## config.mk

```make
export PLATFORM = sky130hd
export DESIGN_NAME = async_serial_unit
export DESIGN_NICKNAME = d
export VERILOG_FILES = /design/src/sync_fifo.v /design/src/async_serial_unit.v
export VERILOG_INCLUDE_DIRS = /design/src /design/src/src
export SDC_FILE = /design/constraint.sdc
export NUM_CORES = 1
export LEC_CHECK = 0
export BUFFER_PORTS_ARGS = -buffer_cell sky130_fd_sc_hd__buf_4
export CORE_MARGIN = 5
export CORE_UTILIZATION = 65
export DETAILED_ROUTE_END_ITERATION = 16
export MAX_ROUTING_LAYER = met4
export PLACE_DENSITY = 0.83
export SLEW_MARGIN = 20
export SYNTH_ARGS = -nofsm -noshare
export SYNTH_HDL_FRONTEND = slang
export SYNTH_HIERARCHICAL = 1
export SYNTH_SLANG_ARGS = --single-unit
```

## constraint.sdc

```tcl
create_clock -name clk -period 6.38 [get_ports clk]
set_input_delay 0.638 -clock clk [delete_from_list [all_inputs] [get_ports clk]]
set_output_delay 0.638 -clock clk [all_outputs]
set_load 0.02 [all_outputs]
```

## src/async_serial_defines.vh

```
/*
 Constants of the asynchronous serial unit: oversampling, frame lengths,
 baud prescaler table, buffer size and state codes.
 Assumes a 125 MHz system clock and inclusion by bare name.
*/
`ifndef ASYNC_SERIAL_DEFINES_VH
`define ASYNC_SERIAL_DEFINES_VH

// Clock cycles per oversample tick at the fastest setting
`define RT_UNIT 16'h0004
// Oversample ticks per bit
`define RT_PER_BIT 5'h10
`define RT_FIRST 5'h01
// Start verification samples
`define RT_VERIFY_A 5'h03
`define RT_VERIFY_B 5'h05
`define RT_VERIFY_C 5'h07
// Majority vote samples within each bit
`define RT_VOTE_A 5'h08
`define RT_VOTE_B 5'h09
`define RT_VOTE_C 5'h0a
// Frame lengths in bits: start, data, stop
`define FRAME_LEN_8 4'ha
`define FRAME_LEN_9 4'hb
// Ticks of high line that make an idle string
`define IDLE_TICKS_8 8'ha0
`define IDLE_TICKS_9 8'hb0
// Prescaler factors chosen by the two high baud select bits
`define PRESCALE_0 5'h01
`define PRESCALE_1 5'h03
`define PRESCALE_2 5'h04
`define PRESCALE_3 5'h0d
// Transmit holding buffer
`define TX_FIFO_WIDTH 9
`define TX_FIFO_DEPTH 16
`define TX_FIFO_ADDR 4
// Receiver states
`define RX_IDLE 3'h0
`define RX_VERIFY 3'h1
`define RX_FRAME 3'h2
`define RX_AWAIT 3'h3
`define RX_NEED_HIGH 3'h4
// Transmitter states
`define TX_OFF 3'h0
`define TX_PREAMBLE 3'h1
`define TX_READY 3'h2
`define TX_DATA 3'h3
`define TX_BREAK 3'h4
`define TX_STOP_HIGH 3'h5

`endif

```

## src/sync_fifo.v

```verilog
/*
 Synchronous FIFO with valid/ready handshakes on both sides.
 Assumes a single clock and a synchronous active-high reset.
*/
`timescale 1ns/1ps
`default_nettype none

module sync_fifo #(
	parameter WIDTH = 9,
	parameter DEPTH = 16,
	parameter ADDR = 4
) (
	input wire clk,
	input wire rst,
	input wire inValid,
	output wire inReady,
	input wire [WIDTH-1:0] inData,
	output wire outValid,
	input wire outReady,
	output wire [WIDTH-1:0] outData
);

reg [WIDTH-1:0] mem [0:DEPTH-1];
reg [ADDR-1:0] wrPtr;
reg [ADDR-1:0] rdPtr;
reg [ADDR:0] count;
reg full;
reg empty;
wire push;
wire pop;

assign inReady = ~full;
assign outValid = ~empty;
assign outData = mem[rdPtr];
assign push = inValid & ~full;
assign pop = outReady & ~empty;

////////////////////////////////////////////////////////////////////////////
always @(posedge clk) begin
	if (push) begin
		mem[wrPtr] <= inData;
	end
end

always @(posedge clk) begin
	if (rst) begin
		wrPtr <= {ADDR{1'b0}};
		rdPtr <= {ADDR{1'b0}};
		count <= {(ADDR+1){1'b0}};
		full <= 1'b0;
		empty <= 1'b1;
	end else begin
		if (push) begin
			wrPtr <= wrPtr + 1'b1;
		end
		if (pop) begin
			rdPtr <= rdPtr + 1'b1;
		end
		if (push && !pop) begin
			count <= count + 1'b1;
			full <= (count == DEPTH - 1);
			empty <= 1'b0;
		end else if (pop && !push) begin
			count <= count - 1'b1;
			full <= 1'b0;
			empty <= (count == 1);
		end
	end
end

endmodule

`default_nettype wire

```

## src/async_serial_unit.v

```verilog
/*
 Full-duplex asynchronous serial transceiver: baud generator, 16x
 oversampling receiver with voting and wake-up, transmitter with preamble,
 break and a 16-word holding FIFO behind the shared data port.
 Assumes the CPU side gives one-cycle read and write strobes and that the
 serial input is already synchronous to clk.
*/

// Overview of operation
// - Frame is one low start, eight or nine data bits, one high stop.
// - Transmitter and receiver independent but share format and bit rate.
// - Noise as short as one sixteenth bit time is flagged.
// - Software picks one of thirty-two bit rates for both directions.
// - Output pin driven whenever transmitter enabled, ignoring port direction.
// - High is one, low is zero; idle line rests high.
// - Every frame starts with a logic-zero start bit.
// - Data bits go least significant first.
// - Break is low for a whole multiple of the frame length; the code holds it low one bit short of each multiple.
// - Asleep in idle wake-up: no flags until ten or eleven ones.
// - Line sampled at sixteen times bit rate while awaiting start.
// - Three verification samples; two or more low accept the start.
// - One high verification sample sets noise yet accepts start.
// - Each start bit resynchronises receiver bit timing.
// - Bits sampled at ticks eight, nine, ten; majority wins.
// - Disagreeing samples on start, data or stop set noise.
// - Non-break framing error places an artificial start, never early; the code places it at the stop bit's last tick, one tick early.
// - Break framing error needs a real high bit before start.
// - Data port reads receive holding, writes transmit holding.
// - Holding word moves to shifter after current character, on bit clock.
// - Word-length bit: zero for eight data bits, one for nine.
// - Address wake-up: top data bit of the word wakes receiver.
// - Idle wake clears sleep after ten or eleven ones; no sleep when idle.
`timescale 1ns/1ps
`default_nettype none
`include "async_serial_defines.vh"

module async_serial_unit (
	input wire clk,
	input wire rst,
	input wire dataWrite,
	input wire dataRead,
	input wire [7:0] writeData,
	input wire txBit8,
	output reg [7:0] readData,
	output reg rxBit8,
	output wire txReady,
	input wire [4:0] baudSelect,
	input wire wordLength9,
	input wire wakeByAddress,
	input wire txEnable,
	input wire rxEnable,
	input wire sendBreak,
	input wire rxSleepSet,
	output reg rx_sleep,
	output reg rx_full_flag,
	output reg noise_flag,
	output reg framing_flag,
	output reg txEmpty,
	output reg txComplete,
	input wire serial_in_pin,
	input wire port_dir_bit1,
	input wire portOutData,
	output reg serialOut,
	output reg serialOutEn_n
);

////////////////////////////////////////////////////////////////////////////
// Baud generator: one reload value feeds both directions
reg [4:0] prescale;
reg [15:0] rtReload;
reg [15:0] rtCount;
reg rtTick;
reg [3:0] txSub;
wire txTick;

always @* begin
	case (baudSelect[4:3])
	2'h0: prescale = `PRESCALE_0;
	2'h1: prescale = `PRESCALE_1;
	2'h2: prescale = `PRESCALE_2;
	2'h3: prescale = `PRESCALE_3;
	default: prescale = `PRESCALE_0;
	endcase
	rtReload = (({11'h000, prescale} << baudSelect[2:0]) * `RT_UNIT)
		- 16'h0001;
end

always @(posedge clk) begin
	if (rst) begin
		rtCount <= 16'h0000;
		rtTick <= 1'b0;
		txSub <= 4'h0;
	end else begin
		rtTick <= (rtCount == 16'h0000);
		rtCount <= (rtCount == 16'h0000) ? rtReload : rtCount - 16'h0001;
		if (rtTick) begin
			txSub <= txSub + 4'h1;
		end
	end
end

assign txTick = rtTick && (txSub == 4'hf);

////////////////////////////////////////////////////////////////////////////
// Receiver
reg [2:0] rxState;
reg [4:0] rtNum;
reg [3:0] bitIdx;
reg [1:0] highCount;
reg [1:0] votes;
reg [8:0] rxShift;
reg noisePend;
reg [7:0] highRun;
reg [8:0] rxData;
reg vote;
reg disagree;
reg [8:0] word;
wire [3:0] frameLen;
wire [3:0] stopIdx;
wire [7:0] idleTicks;
wire lineIdle;
wire [1:0] verifyHighs;

assign frameLen = wordLength9 ? `FRAME_LEN_9 : `FRAME_LEN_8;
assign stopIdx = frameLen - 4'h1;
assign idleTicks = wordLength9 ? `IDLE_TICKS_9 : `IDLE_TICKS_8;
assign lineIdle = (highRun >= idleTicks);
assign verifyHighs = highCount + {1'b0, serial_in_pin};

always @* begin
	vote = (votes[0] & votes[1]) | (votes[0] & serial_in_pin)
		| (votes[1] & serial_in_pin);
	disagree = (votes[0] != votes[1]) || (votes[1] != serial_in_pin);
	word = wordLength9 ? rxShift : {1'b0, rxShift[8:1]};
end

always @(posedge clk) begin
	if (rst) begin
		highRun <= 8'h00;
	end else if (rtTick) begin
		if (!serial_in_pin) begin
			highRun <= 8'h00;
		end else if (!lineIdle) begin
			highRun <= highRun + 8'h01;
		end
	end
end

always @(posedge clk) begin
	if (rst) begin
		rxState <= `RX_IDLE;
		rtNum <= `RT_FIRST;
		bitIdx <= 4'h0;
		highCount <= 2'h0;
		votes <= 2'h0;
		rxShift <= 9'h000;
		noisePend <= 1'b0;
		rxData <= 9'h000;
		rx_full_flag <= 1'b0;
		noise_flag <= 1'b0;
		framing_flag <= 1'b0;
		rx_sleep <= 1'b0;
	end else begin
		// Read clears flags; a frame ending the same cycle wins below
		if (dataRead) begin
			rx_full_flag <= 1'b0;
			noise_flag <= 1'b0;
			framing_flag <= 1'b0;
		end
		if (rxSleepSet && !lineIdle) begin
			rx_sleep <= 1'b1;
		end else if (rx_sleep && !wakeByAddress && lineIdle) begin
			rx_sleep <= 1'b0;
		end
		if (!rxEnable) begin
			rxState <= `RX_IDLE;
		end else if (rtTick) begin
			case (rxState)
			`RX_IDLE: begin
				if (!serial_in_pin) begin
					rxState <= `RX_VERIFY;
					rtNum <= `RT_FIRST + 5'h01;
					highCount <= 2'h0;
					noisePend <= 1'b0;
				end
			end
			`RX_VERIFY: begin
				rtNum <= rtNum + 5'h01;
				if (rtNum == `RT_VERIFY_A || rtNum == `RT_VERIFY_B) begin
					highCount <= verifyHighs;
				end
				if (rtNum == `RT_VERIFY_C) begin
					if (verifyHighs >= 2'h2) begin
						rxState <= `RX_IDLE;
					end else begin
						rxState <= `RX_FRAME;
						bitIdx <= 4'h0;
						noisePend <= (verifyHighs == 2'h1);
					end
				end
			end
			`RX_FRAME: begin
				if (rtNum == `RT_PER_BIT) begin
					rtNum <= `RT_FIRST;
					bitIdx <= bitIdx + 4'h1;
				end else begin
					rtNum <= rtNum + 5'h01;
				end
				if (rtNum == `RT_VOTE_A) begin
					votes[0] <= serial_in_pin;
				end
				if (rtNum == `RT_VOTE_B) begin
					votes[1] <= serial_in_pin;
				end
				if (rtNum == `RT_VOTE_C) begin
					if (disagree) begin
						noisePend <= 1'b1;
					end
					if (bitIdx == 4'h0) begin
						if (vote) begin
							rxState <= `RX_IDLE;
						end
					end else if (bitIdx != stopIdx) begin
						rxShift <= {vote, rxShift[8:1]};
					end else begin
						// Stop bit: deliver unless asleep and not woken by the top data bit
						if (!rx_sleep || (wakeByAddress && word[8 -
							{3'h0, ~wordLength9}])) begin
							rx_sleep <= 1'b0;
							rxData <= word;
							rx_full_flag <= 1'b1;
							noise_flag <= noisePend | disagree;
							framing_flag <= ~vote;
						end
						if (vote) begin
							rxState <= `RX_IDLE;
						end else if (word == 9'h000) begin
							rxState <= `RX_NEED_HIGH;
						end else begin
							// Stop taken as one, qualifiers forced high
							rxShift[8] <= 1'b1;
							rxState <= `RX_AWAIT;
						end
					end
				end
			end
			`RX_AWAIT: begin
				// Start taken at the stop bit's RT16 tick, one tick before the next bit boundary
				if (rtNum == `RT_PER_BIT) begin
					rtNum <= `RT_FIRST + 5'h01;
					bitIdx <= 4'h0;
					noisePend <= 1'b0;
					rxState <= serial_in_pin ? `RX_IDLE : `RX_FRAME;
				end else begin
					rtNum <= rtNum + 5'h01;
				end
			end
			`RX_NEED_HIGH: begin
				if (highRun >= {3'h0, `RT_PER_BIT}) begin
					rxState <= `RX_IDLE;
				end
			end
			default: rxState <= `RX_IDLE;
			endcase
		end
	end
end

always @(posedge clk) begin
	if (rst) begin
		readData <= 8'h00;
		rxBit8 <= 1'b0;
	end else begin
		readData <= rxData[7:0];
		rxBit8 <= rxData[8];
	end
end

////////////////////////////////////////////////////////////////////////////
// Transmitter with holding FIFO; full FIFO refuses writes via txReady
reg [2:0] txState;
reg [3:0] txCnt;
reg [9:0] txShift;
reg txPop;
reg reArm;
wire fifoValid;
wire [8:0] fifoData;

sync_fifo #(
	.WIDTH(`TX_FIFO_WIDTH),
	.DEPTH(`TX_FIFO_DEPTH),
	.ADDR(`TX_FIFO_ADDR)
) txHolding (
	.clk(clk),
	.rst(rst),
	.inValid(dataWrite),
	.inReady(txReady),
	.inData({txBit8, writeData}),
	.outValid(fifoValid),
	.outReady(txPop),
	.outData(fifoData)
);

always @* begin
	txPop = txTick && (txState == `TX_READY) && txEnable && !reArm
		&& !sendBreak && fifoValid;
end

always @(posedge clk) begin
	if (rst) begin
		txState <= `TX_OFF;
		txCnt <= 4'h0;
		txShift <= 10'h3ff;
		reArm <= 1'b0;
		serialOut <= 1'b1;
		serialOutEn_n <= 1'b1;
		txEmpty <= 1'b1;
		txComplete <= 1'b1;
	end else begin
		txEmpty <= ~fifoValid;
		txComplete <= ~fifoValid && (txState == `TX_READY
			|| txState == `TX_OFF);
		if (!txEnable && txState != `TX_OFF) begin
			reArm <= 1'b1;
		end
		// Pin belongs to the port only while the transmitter is off
		if (txState == `TX_OFF) begin
			serialOutEn_n <= ~port_dir_bit1;
			serialOut <= portOutData;
		end else begin
			serialOutEn_n <= 1'b0;
		end
		if (txState == `TX_OFF && txEnable) begin
			txState <= `TX_PREAMBLE;
			txCnt <= frameLen;
			reArm <= 1'b0;
			serialOut <= 1'b1;
		end else if (txTick) begin
			case (txState)
			`TX_OFF: txState <= `TX_OFF;
			`TX_PREAMBLE: begin
				serialOut <= 1'b1;
				txCnt <= txCnt - 4'h1;
				if (txCnt == 4'h1) begin
					txState <= `TX_READY;
				end
			end
			`TX_READY: begin
				serialOut <= 1'b1;
				if (!txEnable) begin
					txState <= `TX_OFF;
				end else if (reArm) begin
					reArm <= 1'b0;
					txState <= `TX_PREAMBLE;
					txCnt <= frameLen;
				end else if (sendBreak) begin
					serialOut <= 1'b0;
					txCnt <= frameLen - 4'h1;
					txState <= `TX_BREAK;
				end else if (fifoValid) begin
					serialOut <= 1'b0;
					txShift <= {1'b1, wordLength9 ? fifoData[8] : 1'b1,
						fifoData[7:0]};
					txCnt <= frameLen - 4'h1;
					txState <= `TX_DATA;
				end
			end
			`TX_DATA: begin
				serialOut <= txShift[0];
				txShift <= {1'b1, txShift[9:1]};
				txCnt <= txCnt - 4'h1;
				if (txCnt == 4'h1) begin
					txState <= `TX_READY;
				end
			end
			`TX_BREAK: begin
				serialOut <= 1'b0;
				if (txCnt == 4'h1) begin
					if (sendBreak) begin
						txCnt <= frameLen;
					end else begin
						serialOut <= 1'b1;
						txState <= `TX_STOP_HIGH;
					end
				end else begin
					txCnt <= txCnt - 4'h1;
				end
			end
			`TX_STOP_HIGH: begin
				serialOut <= 1'b1;
				txState <= `TX_READY;
			end
			default: txState <= `TX_OFF;
			endcase
		end
	end
end

endmodule

`default_nettype wire

```

# Word level (Yosys, flattened, before mapping)
# Memory sizes are Yosys's and may differ from the RTL's. A register that Yosys moved wholly into a read port is not among the register bits.
# Cells that the tools add are included.
# W data, S select, Z words.
[word_totals] out_inout_bits=18 register_bits=114 mem_count=1 latch_bits=0 in_bits=27 ramBits=144 rom_bits=0
[classes] shift=1 bitwise_logic=17 div_mod_pow=0 eq_ne=56 n_reduce_logical=60 order_cmp=4 n_mul=0 addsub=14 muxes=127
[mem_list] name="txHolding.mem" depth=16 word_bits=9 rd=1 rd_ports_with_merged_regs=1 write_ports=1 line="sync_fifo.v:23" rtl="reg [WIDTH-1:0] mem [0:DEPTH-1];"
[op_table] cell="$mux W1" n=67
[op_table] cell="$mux W4" n=14
[op_table] cell="$mux W3" n=17
[op_table] cell="$mux W10" n=4
[op_table] cell="$pmux W5 S4" n=2
[op_table] cell="$ne A2 B2 Y1 const B" n=17
[op_table] cell="$lt A32 B5 Y1 const B" n=1
[op_table] cell="$sub A16 B1 Y16 const B" n=2
[op_table] cell="$mux W5" n=6
[op_table] cell="$reduce_and A7 Y1" n=4
[op_table] cell="$pmux W4 S3" n=2
[op_table] cell="$eq A5 B4 Y1 const B" n=4
[op_table] cell="$pmux W10 S2" n=1
[op_table] cell="$reduce_and A5 Y1" n=4
[op_table] cell="$add A4 B1 Y4 const B" n=4
[op_table] cell="$logic_not A16 Y1" n=1
[op_table] cell="$mux W16" n=1
[op_table] cell="$mux W8" n=2
[op_table] cell="$logic_and A1 B1 Y1" n=15
[op_table] cell="$pmux W3 S5" n=1
[op_table] cell="$shl A5 B3 Y14" n=1
[op_table] cell="$eq A3 B2 Y1 const B" n=4
[op_table] cell="$ne A3 B3 Y1 const B" n=4
[op_table] cell="$pmux W3 S4" n=1
[op_table] cell="other kinds (50)" n=100

# Longest topological paths before layout
# Gate-level depths: netlist of the first run.
[logic_depth] word_depth=13 ltp_mapped=12 mapped_depth_nobuf=11

# By module
# Netlist of the first run, hierarchy kept.
[modules_own_cells] module="sync_fifo" cells_each=345 seq_area_each_um2=4704.5 instances=1 area_per_inst_um2=6477.5
[modules_own_cells] module="async_serial_unit" cells_each=660 seq_area_each_um2=1961.9 instances=1 area_per_inst_um2=5576.6

# Least setup slack after synthesis of the first run
# No wires, ideal clock.
[synth_path] kind="input to register" startpoint="input port txEnable" endpoint="register txHolding.count[3]" path_slack_ps=3577 setup_time_ps=128 n_path_buf=2 arrival_ps=2675 path_stages=11 path_cell_list="clkbuf_1 -> nor2b_1 -> and4_1 -> nor2b_1 -> inv_1 -> ha_1 -> buf_2 -> or4_1 -> a21oi_1 -> xnor2_1 -> nor2_1"
[synth_via] elab_chain_cells=8 word_cells_on_any_way=10 cone_classes="mux (1); bitwise (1); reduce/logical (8)"
[synth_rtl] element="from (decl)" line="async_serial_unit.v:50" rtl="input wire txEnable,"
[synth_rtl] element="$logic_and A1 B1 Y1 * (4 in a row)" line="async_serial_unit.v:305" rtl="txPop = txTick && (txState == `TX_READY) && txEnable && !reArm"
[synth_rtl] element="via txPop" line="async_serial_unit.v:284" rtl="reg txPop;"
[synth_rtl] element="$and A1 B1 Y1 *" line="sync_fifo.v:36" rtl="assign pop = outReady & ~empty;"
[synth_rtl] element="$logic_not A1 Y1" line="sync_fifo.v:59" rtl="if (push && !pop) begin"
[synth_rtl] element="$logic_and A1 B1 Y1" line="sync_fifo.v:59"
[synth_rtl] element="$mux W5 / $reduce_bool A2 Y1 (equally long branches)"
[synth_rtl] element="to (signal assigned)" line="sync_fifo.v:49" rtl="count <= {(ADDR+1){1'b0}};"
[synth_rtl] element="to (signal assigned)" line="sync_fifo.v:60" rtl="count <= count + 1'b1;"
[synth_rtl] element="to (signal assigned)" line="sync_fifo.v:64" rtl="count <= count - 1'b1;"
[synth_rtl] element="to (decl)" line="sync_fifo.v:26" rtl="reg [ADDR:0] count;"
# Mark *: on every way through the listed nets, which the timed path passes. The rest lies on a longest branch.
# A chain may end at the register's enable or synchronous reset.

# Worst setup path in the final report of the first run
[layout_path] startpoint="register rtTick" endpoint="register txHolding.count[3]"
[layout_via] elab_chain_cells=10 word_cells_on_any_way=12 cone_classes="mux (1); bitwise (1); reduce/logical (10)"
[layout_rtl] element="from (decl)" line="async_serial_unit.v:72" rtl="reg rtTick;"
[layout_rtl] element="from (signal assigned)" line="async_serial_unit.v:94" rtl="rtTick <= (rtCount == 16'h0000);"
[layout_rtl] element="$logic_and A1 B1 Y1 *" line="async_serial_unit.v:102" rtl="assign txTick = rtTick && (txSub == 4'hf);"
[layout_rtl] element="$logic_and A1 B1 Y1 * (5 in a row)" line="async_serial_unit.v:305"
[layout_rtl] element="via txPop" line="async_serial_unit.v:284"
[layout_rtl] element="$and A1 B1 Y1 *" line="sync_fifo.v:36"
[layout_rtl] element="$logic_not A1 Y1" line="sync_fifo.v:59"
[layout_rtl] element="$logic_and A1 B1 Y1" line="sync_fifo.v:59"
[layout_rtl] element="$mux W5 / $reduce_bool A2 Y1 (equally long branches)"
# Marked as above.

==> flow_summary.ini, run 1 <==
[worst_setup_path]
r2r-end = txHolding/count[3]
reg2reg_depth = 10
reg2reg_slack_ps = 2830
startpoint_type = register
required_ps = 6770
worstPathMaxFanout = 20
cp-endpoint = txHolding/count[3]
crit_arrival_ps = 3940
critical_path.startpoint = rtTick
crit_path_end_kind = register
critPathKind = register to register
r2r_start = rtTick

[global_routing]
grt_pass1_vias = 7741
use_met1 = 0.316
grt-ovfl-total = 0
grt_max_degree = 92
top_usage_layer = met2
track_usage = 0.232
grt_use_met3 = 0.0325
antenna_found_initial = 0
grt_pass1_wl_mm = 39.9
met2_usage = 0.376

[finish]
drive_gt1_frac = 0.133
design_area_um2 = 13300
syn_to_final_growth_pct = 10.4
nets = 1082
diodes = 0
fillers = 1178

[synthesis]
yosysWarnings = 6
syn_avg_cell_area_um2 = 12.0
synth_common_cells = edfxtp_1, dfxtp_1, nor2_1
synth.largest_area_cell = edfxtp_1
ys_dominant_reg_cell = edfxtp_1
synth.most_common_cell = edfxtp_1
synth_nets = 1062
seq_area_frac_synth = 0.553
syn_inst = 1005
synth_enable_flop_cells = 144
synth-seq-cells = 261
synth_cell_type_count = 92
synthTopCellsByArea = edfxtp_1, dfxtp_1, mux4_2
async_flop_share = 0
synth_top_area_frac = 0.359
syn-cell-area_um2 = 12100

[clock_tree]
cts_buffers = 27
cts_tree = done
hold_buffers = 0
cts_resized = 0
cts-root-buf = clkbuf_16
cts_setup_buffers = 0
cts.sinks = 261
cts_buffer_depth = 3
clk_pin_slew_ps = 60
htree_num_levels = 1
clock_latency_ps = 540

[timing]
slew_headroom = 0.357
fmax_mhz = 282
finalCritPeriodShare = 0.557
setup_viol = 0
worst_slew_pin_slew_ps = 965
rsz0062_at_grt = false
hold_viol = 0
min_period_ps = 3550
tns_ps = 0
finClkSkew_ps = 16.6
maxSlewViolCount = 0

[run]
drv_cap = 0

[drt]
vias_per_cell = 6.33
drc = 0
drt-initial-drc-count = 665
wl_per_cell_um = 19.1
drt_first_pass_iters = 5
vias = 8064
antenna_left = 0
routed_wirelength_mm = 24.4

[floorplan]
die_h_um = 146
die_area_um2 = 21400
start_util = 0.666
coreArea_um2 = 18100
die_x_um = 146
pin_count = 45
rows = 49

[place]
port_buffers = 44
hpwl_mm = 15.2
placed_area_um2 = 12400
routabilityCongestion = 0.864

[pwr]
powerDensity_nw_per_um2 = 288
peakVddDrop_mv = 0.278
p_leak_nw = 4.86

[run_status]
run_status = completed

[hold_path]
hold_path.class = input pin to register
==> cells in the final DEF (no fill, tap or decap), types with 10 or more instances in the layout <==
cell type	synthesis	final
mux4_1	15	15
ha_1	30	30
clkbuf_16	0	27
a211oi_1	15	15
or3_1	11	11
a22oi_1	20	20
edfxtp_1	144	144
and3_1	10	10
mux2i_1	31	31
nand2b_1	16	16
nor2b_1	22	22
inv_1	33	33
nand2_1	63	63
dfxtp_1	117	116
nor3_1	13	13
nand3_1	16	16
nor4_1	11	11
xor2_1	18	18
mux4_2	21	21
o21ai_0	19	19
nand4_1	12	12
nor2_1	100	100
buf_4	1	51
a21oi_1	49	49
==> report_power, final <==
part | leakage (nW) | switching (W) | total [W] | internal [W]
combinational | 2.17 | 0.000226 | 0.000391 | 0.000165
sequential | 2.25 | 0.0000683 | 0.00190 | 0.00183
clock | 0.438 | 0.000629 | 0.00154 | 0.000916
total | 4.86 | 0.000923 | 0.00384 | 0.00291
==> layout make-up <==
type	instances	area, µm²	share of cell area
timing repair buffer	51	383	0.0288
multi-input combinational	651	4970	0.373
clock inverter	15	166	0.0125
tap	229	287	0.0215
sequential	261	6670	0.501
clock buffer	34	712	0.0535
inverter	33	124	0.00931
==> sequential cells by signal (all words and copies together) (netlist names), 5 cells and up, named ones only <==
signal	cells
rxShift	9
txHolding/mem	144
readData	8
txShift	9
rtCount	16
highRun	8
rxData	9
rtNum	5
txHolding/count	5
==> logic make-up after synthesis <==
kind of cell	synth area share
AO/OA/AOI/OAI	0.108
XOR/XNOR	0.0189
adder cells (fa/ha/maj)	0.0311
buffers and inverters	0.0350
flip-flops	0.553
multiplexers	0.106
AND/OR/NAND/NOR	0.148
==> critical path: stages (launching register included) <==
cell	delay, ps
dfxtp_1	790
nand4_1	430
nor2_1	260
and4_1	210
nor2b_1	380
inv_1	160
ha_1	330
or4_1	430
a21oi_1	220
xnor2_1	150
nor2_1	50
==> per-stage QoR <==
step | power (W) | instances | hold slack (ps) | setup WS, ps | util
after global placement | 0.00230 | 1225 | 434 | 3120 | 0.687
after CTS | 0.00385 | 1274 | 296 | 2940 | 0.736
final | 0.00384 | 1274 | 308 | 2830 | 0.736
after detailed placement | 0.00232 | 1225 | 443 | 3020 | 0.687
after global routing | 0.00398 | 1274 | 322 | 2630 | 0.736
after floorplan | 0.00221 | 1005 | 427 | 3580 | -
==> worst min-delay path by stage <==
stage | cells past startpoint | slack, ps | end | startpoint
after floorplan | 2 | 430 | rxData[8] | rxData[8]
after global placement | 2 | 430 | rxData[8] | rxData[8]
after detailed placement | 2 | 440 | rxData[8] | rxData[8]
after CTS | 2 | 300 | serialOutEn_n | port_dir_bit1
after global routing | 2 | 320 | serialOutEn_n | port_dir_bit1
final | 2 | 310 | serialOutEn_n | port_dir_bit1
==> layer usage <==
layer	wire length, µm	vias up
met3	1270	43
met1	10600	3922
met2	11900	260
met4	565	0
met5	0	-
li1	-	3839
No activity file was read; power rests on OpenSTA's default activity.
==> inputs of run 2 (changes only) <==
--- a/config.mk
+++ b/config.mk
@@ -8,10 +8,10 @@
 export LEC_CHECK = 0
 export BUFFER_PORTS_ARGS = -buffer_cell sky130_fd_sc_hd__buf_4
 export CORE_MARGIN = 5
-export CORE_UTILIZATION = 65
+export CORE_UTILIZATION = 62
 export DETAILED_ROUTE_END_ITERATION = 16
 export MAX_ROUTING_LAYER = met4
-export PLACE_DENSITY = 0.83
+export PLACE_DENSITY = 0.8
 export SLEW_MARGIN = 20
 export SYNTH_ARGS = -nofsm -noshare
 export SYNTH_HDL_FRONTEND = slang
==> constraint.sdc (replaced) <==
create_clock -name clk -period 3.7 [get_ports clk]
set_input_delay 0.37 -clock clk [delete_from_list [all_inputs] [get_ports clk]]
set_output_delay 0.37 -clock clk [all_outputs]
set_load 0.02 [all_outputs]
==> run 2 against run 1 <==
Effect of this change:
- first-iteration DRC count shrank 10%
- worst hold slack lost 250 ps
- flip-flop and latch count is the same
- worst setup slack lost 2000 ps
- sequential power grew 71%
- cell count grew 3.3%
- die area grew 4.5%
- clock-buffer cell count grew 1
- design area grew 0.26%
- clock skew shrank 1.4 ps
- non-clock buffer count grew 7
- total power grew 68%
==> flow_summary.ini, run 2 (synthesis results as in run 1) <==
[clock_tree]
cts_tree = done
cts-root-buf = clkbuf_16
clk_pin_slew_ps = 70
hold_buffers = 0
cts_buffers = 26
cts.sinks = 261
cts_buffer_depth = 3
htree_num_levels = 1
cts_resized = 0
cts_setup_buffers = 0
clock_latency_ps = 530

[worst_setup_path]
cp-endpoint = txHolding/count[3]
critical_path.startpoint = txSub[0]
crit_slowest_cell = or4_1
path_cells = ha_1, nand4_1, nor2_1, and4_1, nor2b_1, inv_1, ha_1, or4_1, a21oi_1, xnor2_1, nor2_1
r2r_start = txSub[0]
required_ps = 4120
startpoint_type = register
worstPathMaxFanout = 9
cp_slowest_stage_delay_ps = 430
critPathKind = register to register
r2r-end = txHolding/count[3]
reg2reg_depth = 11
reg2reg_slack_ps = 830
crit_arrival_ps = 3290
crit_path_end_kind = register

[finish]
seqCellArea_um2 = 6670
fillers = 1390
top_register = txHolding/mem
syn_to_final_growth_pct = 10.7
diodes = 0
nets = 1088
layout_commonest_cell = edfxtp_1
largest_reg_flops = 144
final_cell_mix = edfxtp_1, dfxtp_1, nor2_1
reg_top3 = txHolding/mem x144, rtCount x16
drive_gt1_frac = 0.138
multi_input_area_um2 = 4970

[global_routing]
antenna_found_initial = 0
grt_max_degree = 74
track_usage = 0.224
grt_pass1_vias = 7560
grt-ovfl-total = 0
grt_pass1_wl_mm = 39.2

[timing]
tns_ps = 0
fmax_mhz = 349
rsz0062_at_grt = false
finalCritPeriodShare = 0.775
worst_slew_pin_slew_ps = 930
min_period_ps = 2870
maxSlewViolCount = 0
finClkSkew_ps = 15.2
setup_viol = 0
slew_headroom = 0.377
hold_ws_ps = 56.6
hold_viol = 0

[floorplan]
pin_count = 45
rows = 51
coreArea_um2 = 19300
die_h_um = 149
die_area_um2 = 22300
die_x_um = 149
start_util = 0.626

[pwr]
clkPwrFrac = 0.388
pwr-share-seq = 0.504
peakVddDrop_mv = 0.431
p_comb_frac = 0.108
p_leak_nw = 4.86
switching_power_w = 0.00157
internal_power_w = 0.00488
powerDensity_nw_per_um2 = 484
switching_share = 0.244

[drt]
drc = 0
vias = 7963
vias_per_cell = 6.05
drt_first_pass_iters = 5
wl_per_cell_um = 18.3
antenna_left = 0
drt-initial-drc-count = 597
routed_wirelength_mm = 24.1

[hold_path]
min-delay-start = portOutData
hold_path.class = input pin to register

[place]
hpwl_mm = 15.7
routabilityCongestion = 0.865
port_buffers = 44

[run_status]
run_status = completed

[run]
drv_cap = 0
[run 2: cell types whose count changed in the layout (fill, tap and decap cells not counted), moves of 2 or more]
| cell | previous run | this run |
|---|---|---|
| buf_4 | 51 | 58 |
| bufinv_16 | 3 | 1 |
| clkbuf_8 | 1 | 3 |
| clkinvlp_4 | 0 | 2 |
[run 2: cell type report]
class	count	share of cell area
sequential	261	0.500
multi-input combinational	651	0.372
clock buffer	35	0.0535
timing repair buffer	58	0.0326
tap	265	0.0248
inverter	33	0.00928
clock inverter	13	0.00788
[run 2: power groups by stage]
stage / logic (W) / registers [W] / clock network, W
final: 0.000696 / 0.00325 / 0.00251
after global routing: 0.000777 / 0.00326 / 0.00269
after CTS: 0.000700 / 0.00325 / 0.00256
after detailed placement: 0.000692 / 0.00331 / 0
after global placement: 0.000679 / 0.00331 / 0
after floorplan: 0.000513 / 0.00330 / 0
[run 2: worst max-delay path, delay by kind of cell (launching register included)]
| family | cells | cell delay, ps |
|---|---|---|
| buf+inv | 1 | 110 |
| simple gates | 6 | 1460 |
| compound gates | 1 | 180 |
| xor+xnor | 1 | 140 |
| fa+ha+maj | 2 | 520 |
| flops | 1 | 360 |
[run 2: per-layer routing]
metal  track usage  vias to the layer above  wire length, µm
li1              -                     3842                -
met1         0.299                     3875            10500
met2         0.369                      199            12000
met3        0.0300                       47             1190
met4        0.0549                        0              502
met5             -                        -                0
[run 2: how the worst min path moves through the flow]
stage,to,cells past startpoint,slack (ps)
floorplan,rxData[8],2,430
global placement,rxData[8],2,430
detailed placement,rxData[8],2,450
CTS,serialOut,3,40
global route,serialOut,3,40
finish,serialOut,3,60
[run 2: through the flow]
stage | cells | power, W | utilization | area, µm² | worst slack [ps]
global placement | 1268 | 0.00398 | 0.650 | 12500 | 863
floorplan | 1005 | 0.00381 | - | 12100 | 1070
CTS | 1316 | 0.00651 | 0.692 | 13300 | 827
detailed placement | 1268 | 0.00400 | 0.650 | 12500 | 837
global route | 1316 | 0.00673 | 0.692 | 13300 | 581
finish | 1316 | 0.00645 | 0.692 | 13300 | 831
==> inputs of run 3 (changes only) <==
--- a/config.mk
+++ b/config.mk
@@ -8,10 +8,10 @@
 export LEC_CHECK = 0
 export BUFFER_PORTS_ARGS = -buffer_cell sky130_fd_sc_hd__buf_4
 export CORE_MARGIN = 5
-export CORE_UTILIZATION = 62
+export CORE_UTILIZATION = 56
 export DETAILED_ROUTE_END_ITERATION = 16
 export MAX_ROUTING_LAYER = met4
-export PLACE_DENSITY = 0.8
+export PLACE_DENSITY = 0.76
 export SLEW_MARGIN = 20
 export SYNTH_ARGS = -nofsm -noshare
 export SYNTH_HDL_FRONTEND = slang
==> constraint.sdc (replaced) <==
create_clock -name clk -period 2.4 [get_ports clk]
set_input_delay 0.24 -clock clk [delete_from_list [all_inputs] [get_ports clk]]
set_output_delay 0.24 -clock clk [all_outputs]
set_load 0.02 [all_outputs]
==> run 3 against run 2 <==
Effect of this change:
- combinational power rose by 64%
- global-route usage fell by 1.8 points
- design area up 3.5%
- critical endpoint unchanged
- largest power group unchanged
==> flow_summary.ini, run 3 (synthesis results as in run 1) <==
[clock_tree]
cts_buffers = 27
htree_num_levels = 1
cts_tree = done
cts_buffer_depth = 3
cts.sinks = 261
clock_latency_ps = 550
clk_pin_slew_ps = 60
cts-root-buf = clkbuf_16

[floorplan]
die_area_um2 = 24600
rows = 53
die_h_um = 157
start_util = 0.572
die_x_um = 157
pin_count = 45
coreArea_um2 = 21100

[worst_setup_path]
reg2reg_slack_ps = 60
worstPathMaxFanout = 3
critPathKind = register to register
crit_path_end_kind = register
reg2reg_depth = 11
crit_arrival_ps = 2760
r2r_start = txSub[1]
r2r-end = txHolding/count[3]
startpoint_type = register
required_ps = 2820

[timing]
hold_viol = 0
finClkSkew_ps = 19.5
finalCritPeriodShare = 0.974
slew_headroom = 0.563
maxSlewViolCount = 0
fmax_mhz = 428
finalWorstSetupSlack_ps = 62.3
worst_slew_pin_slew_ps = 654
min_period_ps = 2340
setup_viol = 0

[drt]
vias = 8145
antenna_left = 0
vias_per_cell = 5.95
routed_wirelength_mm = 24.7
drc = 0
drt-initial-drc-count = 611
drt_first_pass_iters = 5
wl_per_cell_um = 18.0

[finish]
design_area_um2 = 13800
top_register = txHolding/mem
syn_to_final_growth_pct = 14.6
layout_commonest_cell = edfxtp_1
final_cell_mix = edfxtp_1, dfxtp_1, nor2_1
largest_reg_flops = 144
reg_top3 = txHolding/mem x144, rtCount x16
diodes = 0
drive_gt1_frac = 0.176
nets = 1132
fillers = 1573

[global_routing]
grt_pass1_vias = 7847
grt_pass1_wl_mm = 39.9
grt_max_degree = 52
grt-ovfl-total = 0
antenna_found_initial = 0
track_usage = 0.206

[place]
hpwl_mm = 16.1
placed_area_um2 = 12900
pre_cts_slack_ps = 60.3
routabilityCongestion = 0.856
port_buffers = 44

[run_status]
run_status = completed

[hold_path]
hold_path.class = input pin to register
min_delay_path_depth = 1
min-delay-start = writeData[3]
holdPathEnd = txHolding/mem[0][3]

[pwr]
powerDensity_nw_per_um2 = 737
peakVddDrop_mv = 0.659
p_leak_nw = 5.10

[run]
drv_cap = 0
[run 3: changes by cell type in the layout (fill, tap and decap cells not counted), moves of 2 or more]
| cell | previous run | this run |
|---|---|---|
| dfxtp_4 | 0 | 2 |
| dlygate4sd3_1 | 0 | 4 |
| clkbuf_8 | 3 | 1 |
| clkinv_2 | 8 | 6 |
| buf_4 | 58 | 94 |
| clkinv_1 | 1 | 5 |
| buf_12 | 0 | 3 |
| clkbuf_1 | 6 | 3 |
| dfxtp_1 | 116 | 113 |
[run 3: worst max path at each step]
stage,start,to,slack (ps),cells after the start
after floorplan,txSub[1],txHolding/count[3],2,12
after global placement,serial_in_pin,bitIdx[3],110,7
after detailed placement,serial_in_pin,bitIdx[3],60,7
after CTS,rtNum[0],bitIdx[3],90,6
after global routing,txSub[1],txHolding/count[3],-60,11
final,txSub[1],txHolding/count[3],60,11
[run 3: report_power, final]
group | internal, W | total (W) | switching [W]
clock | 0.00232 | 0.00403 | 0.00171
combinational | 0.000494 | 0.00114 | 0.000644
sequential | 0.00487 | 0.00501 | 0.000146
[run 3: area by class of cell]
cell class	count	area (µm²)	share of cell area
Clock buffer	31	701	0.0507
Clock inverter	18	163	0.0118
Inverter	33	124	0.00896
Multi-Input combinational cell	651	5000	0.362
Sequential cell	261	6680	0.483
Tap cell	275	344	0.0249
Timing Repair Buffer	101	806	0.0583
[run 3: critical path: stages (launching register included)]
cell and delay, ps:
dfxtp_4 360, ha_4 140, nand4_1 140, nor2_2 190, and4_1 190, nor2b_4 150
inv_2 50, ha_1 190, or4_4 500, a21oi_4 130, xnor2_1 120, nor2_1 50
[run 3: per-stage QoR]
step | TNS (ps) | power [W] | util | hold slack (ps) | cells
after floorplan | 0 | 0.00589 | - | 339 | 1005
after global placement | 0 | 0.00621 | 0.611 | 436 | 1314
after detailed placement | 0 | 0.00623 | 0.611 | 447 | 1314
after CTS | 0 | 0.0103 | 0.653 | 2.70 | 1367
after global routing | -79.2 | 0.0106 | 0.655 | 26.6 | 1370
final | 0 | 0.0102 | 0.655 | 18.1 | 1370
[run 3: routing by layer]
| metal | vias to the layer above | part of all wire | GRT usage |
|---|---|---|---|
| met1 | 3975 | 0.44 | 0.272 |
| met4 | 0 | 0.023 | 0.0525 |
| met3 | 42 | 0.045 | 0.0290 |
| met2 | 188 | 0.49 | 0.339 |
| met5 | - | 0 | - |
| li1 | 3940 | - | - |
[run 3: what timing repair did]
action                                  4_1_cts  5_1_grt
resized for setup                             0        4
hold buffers                                  4        0
setup buffers                                 0        3
endpoints found under the hold margin         5        0
endpoints found under the setup margin        0        3
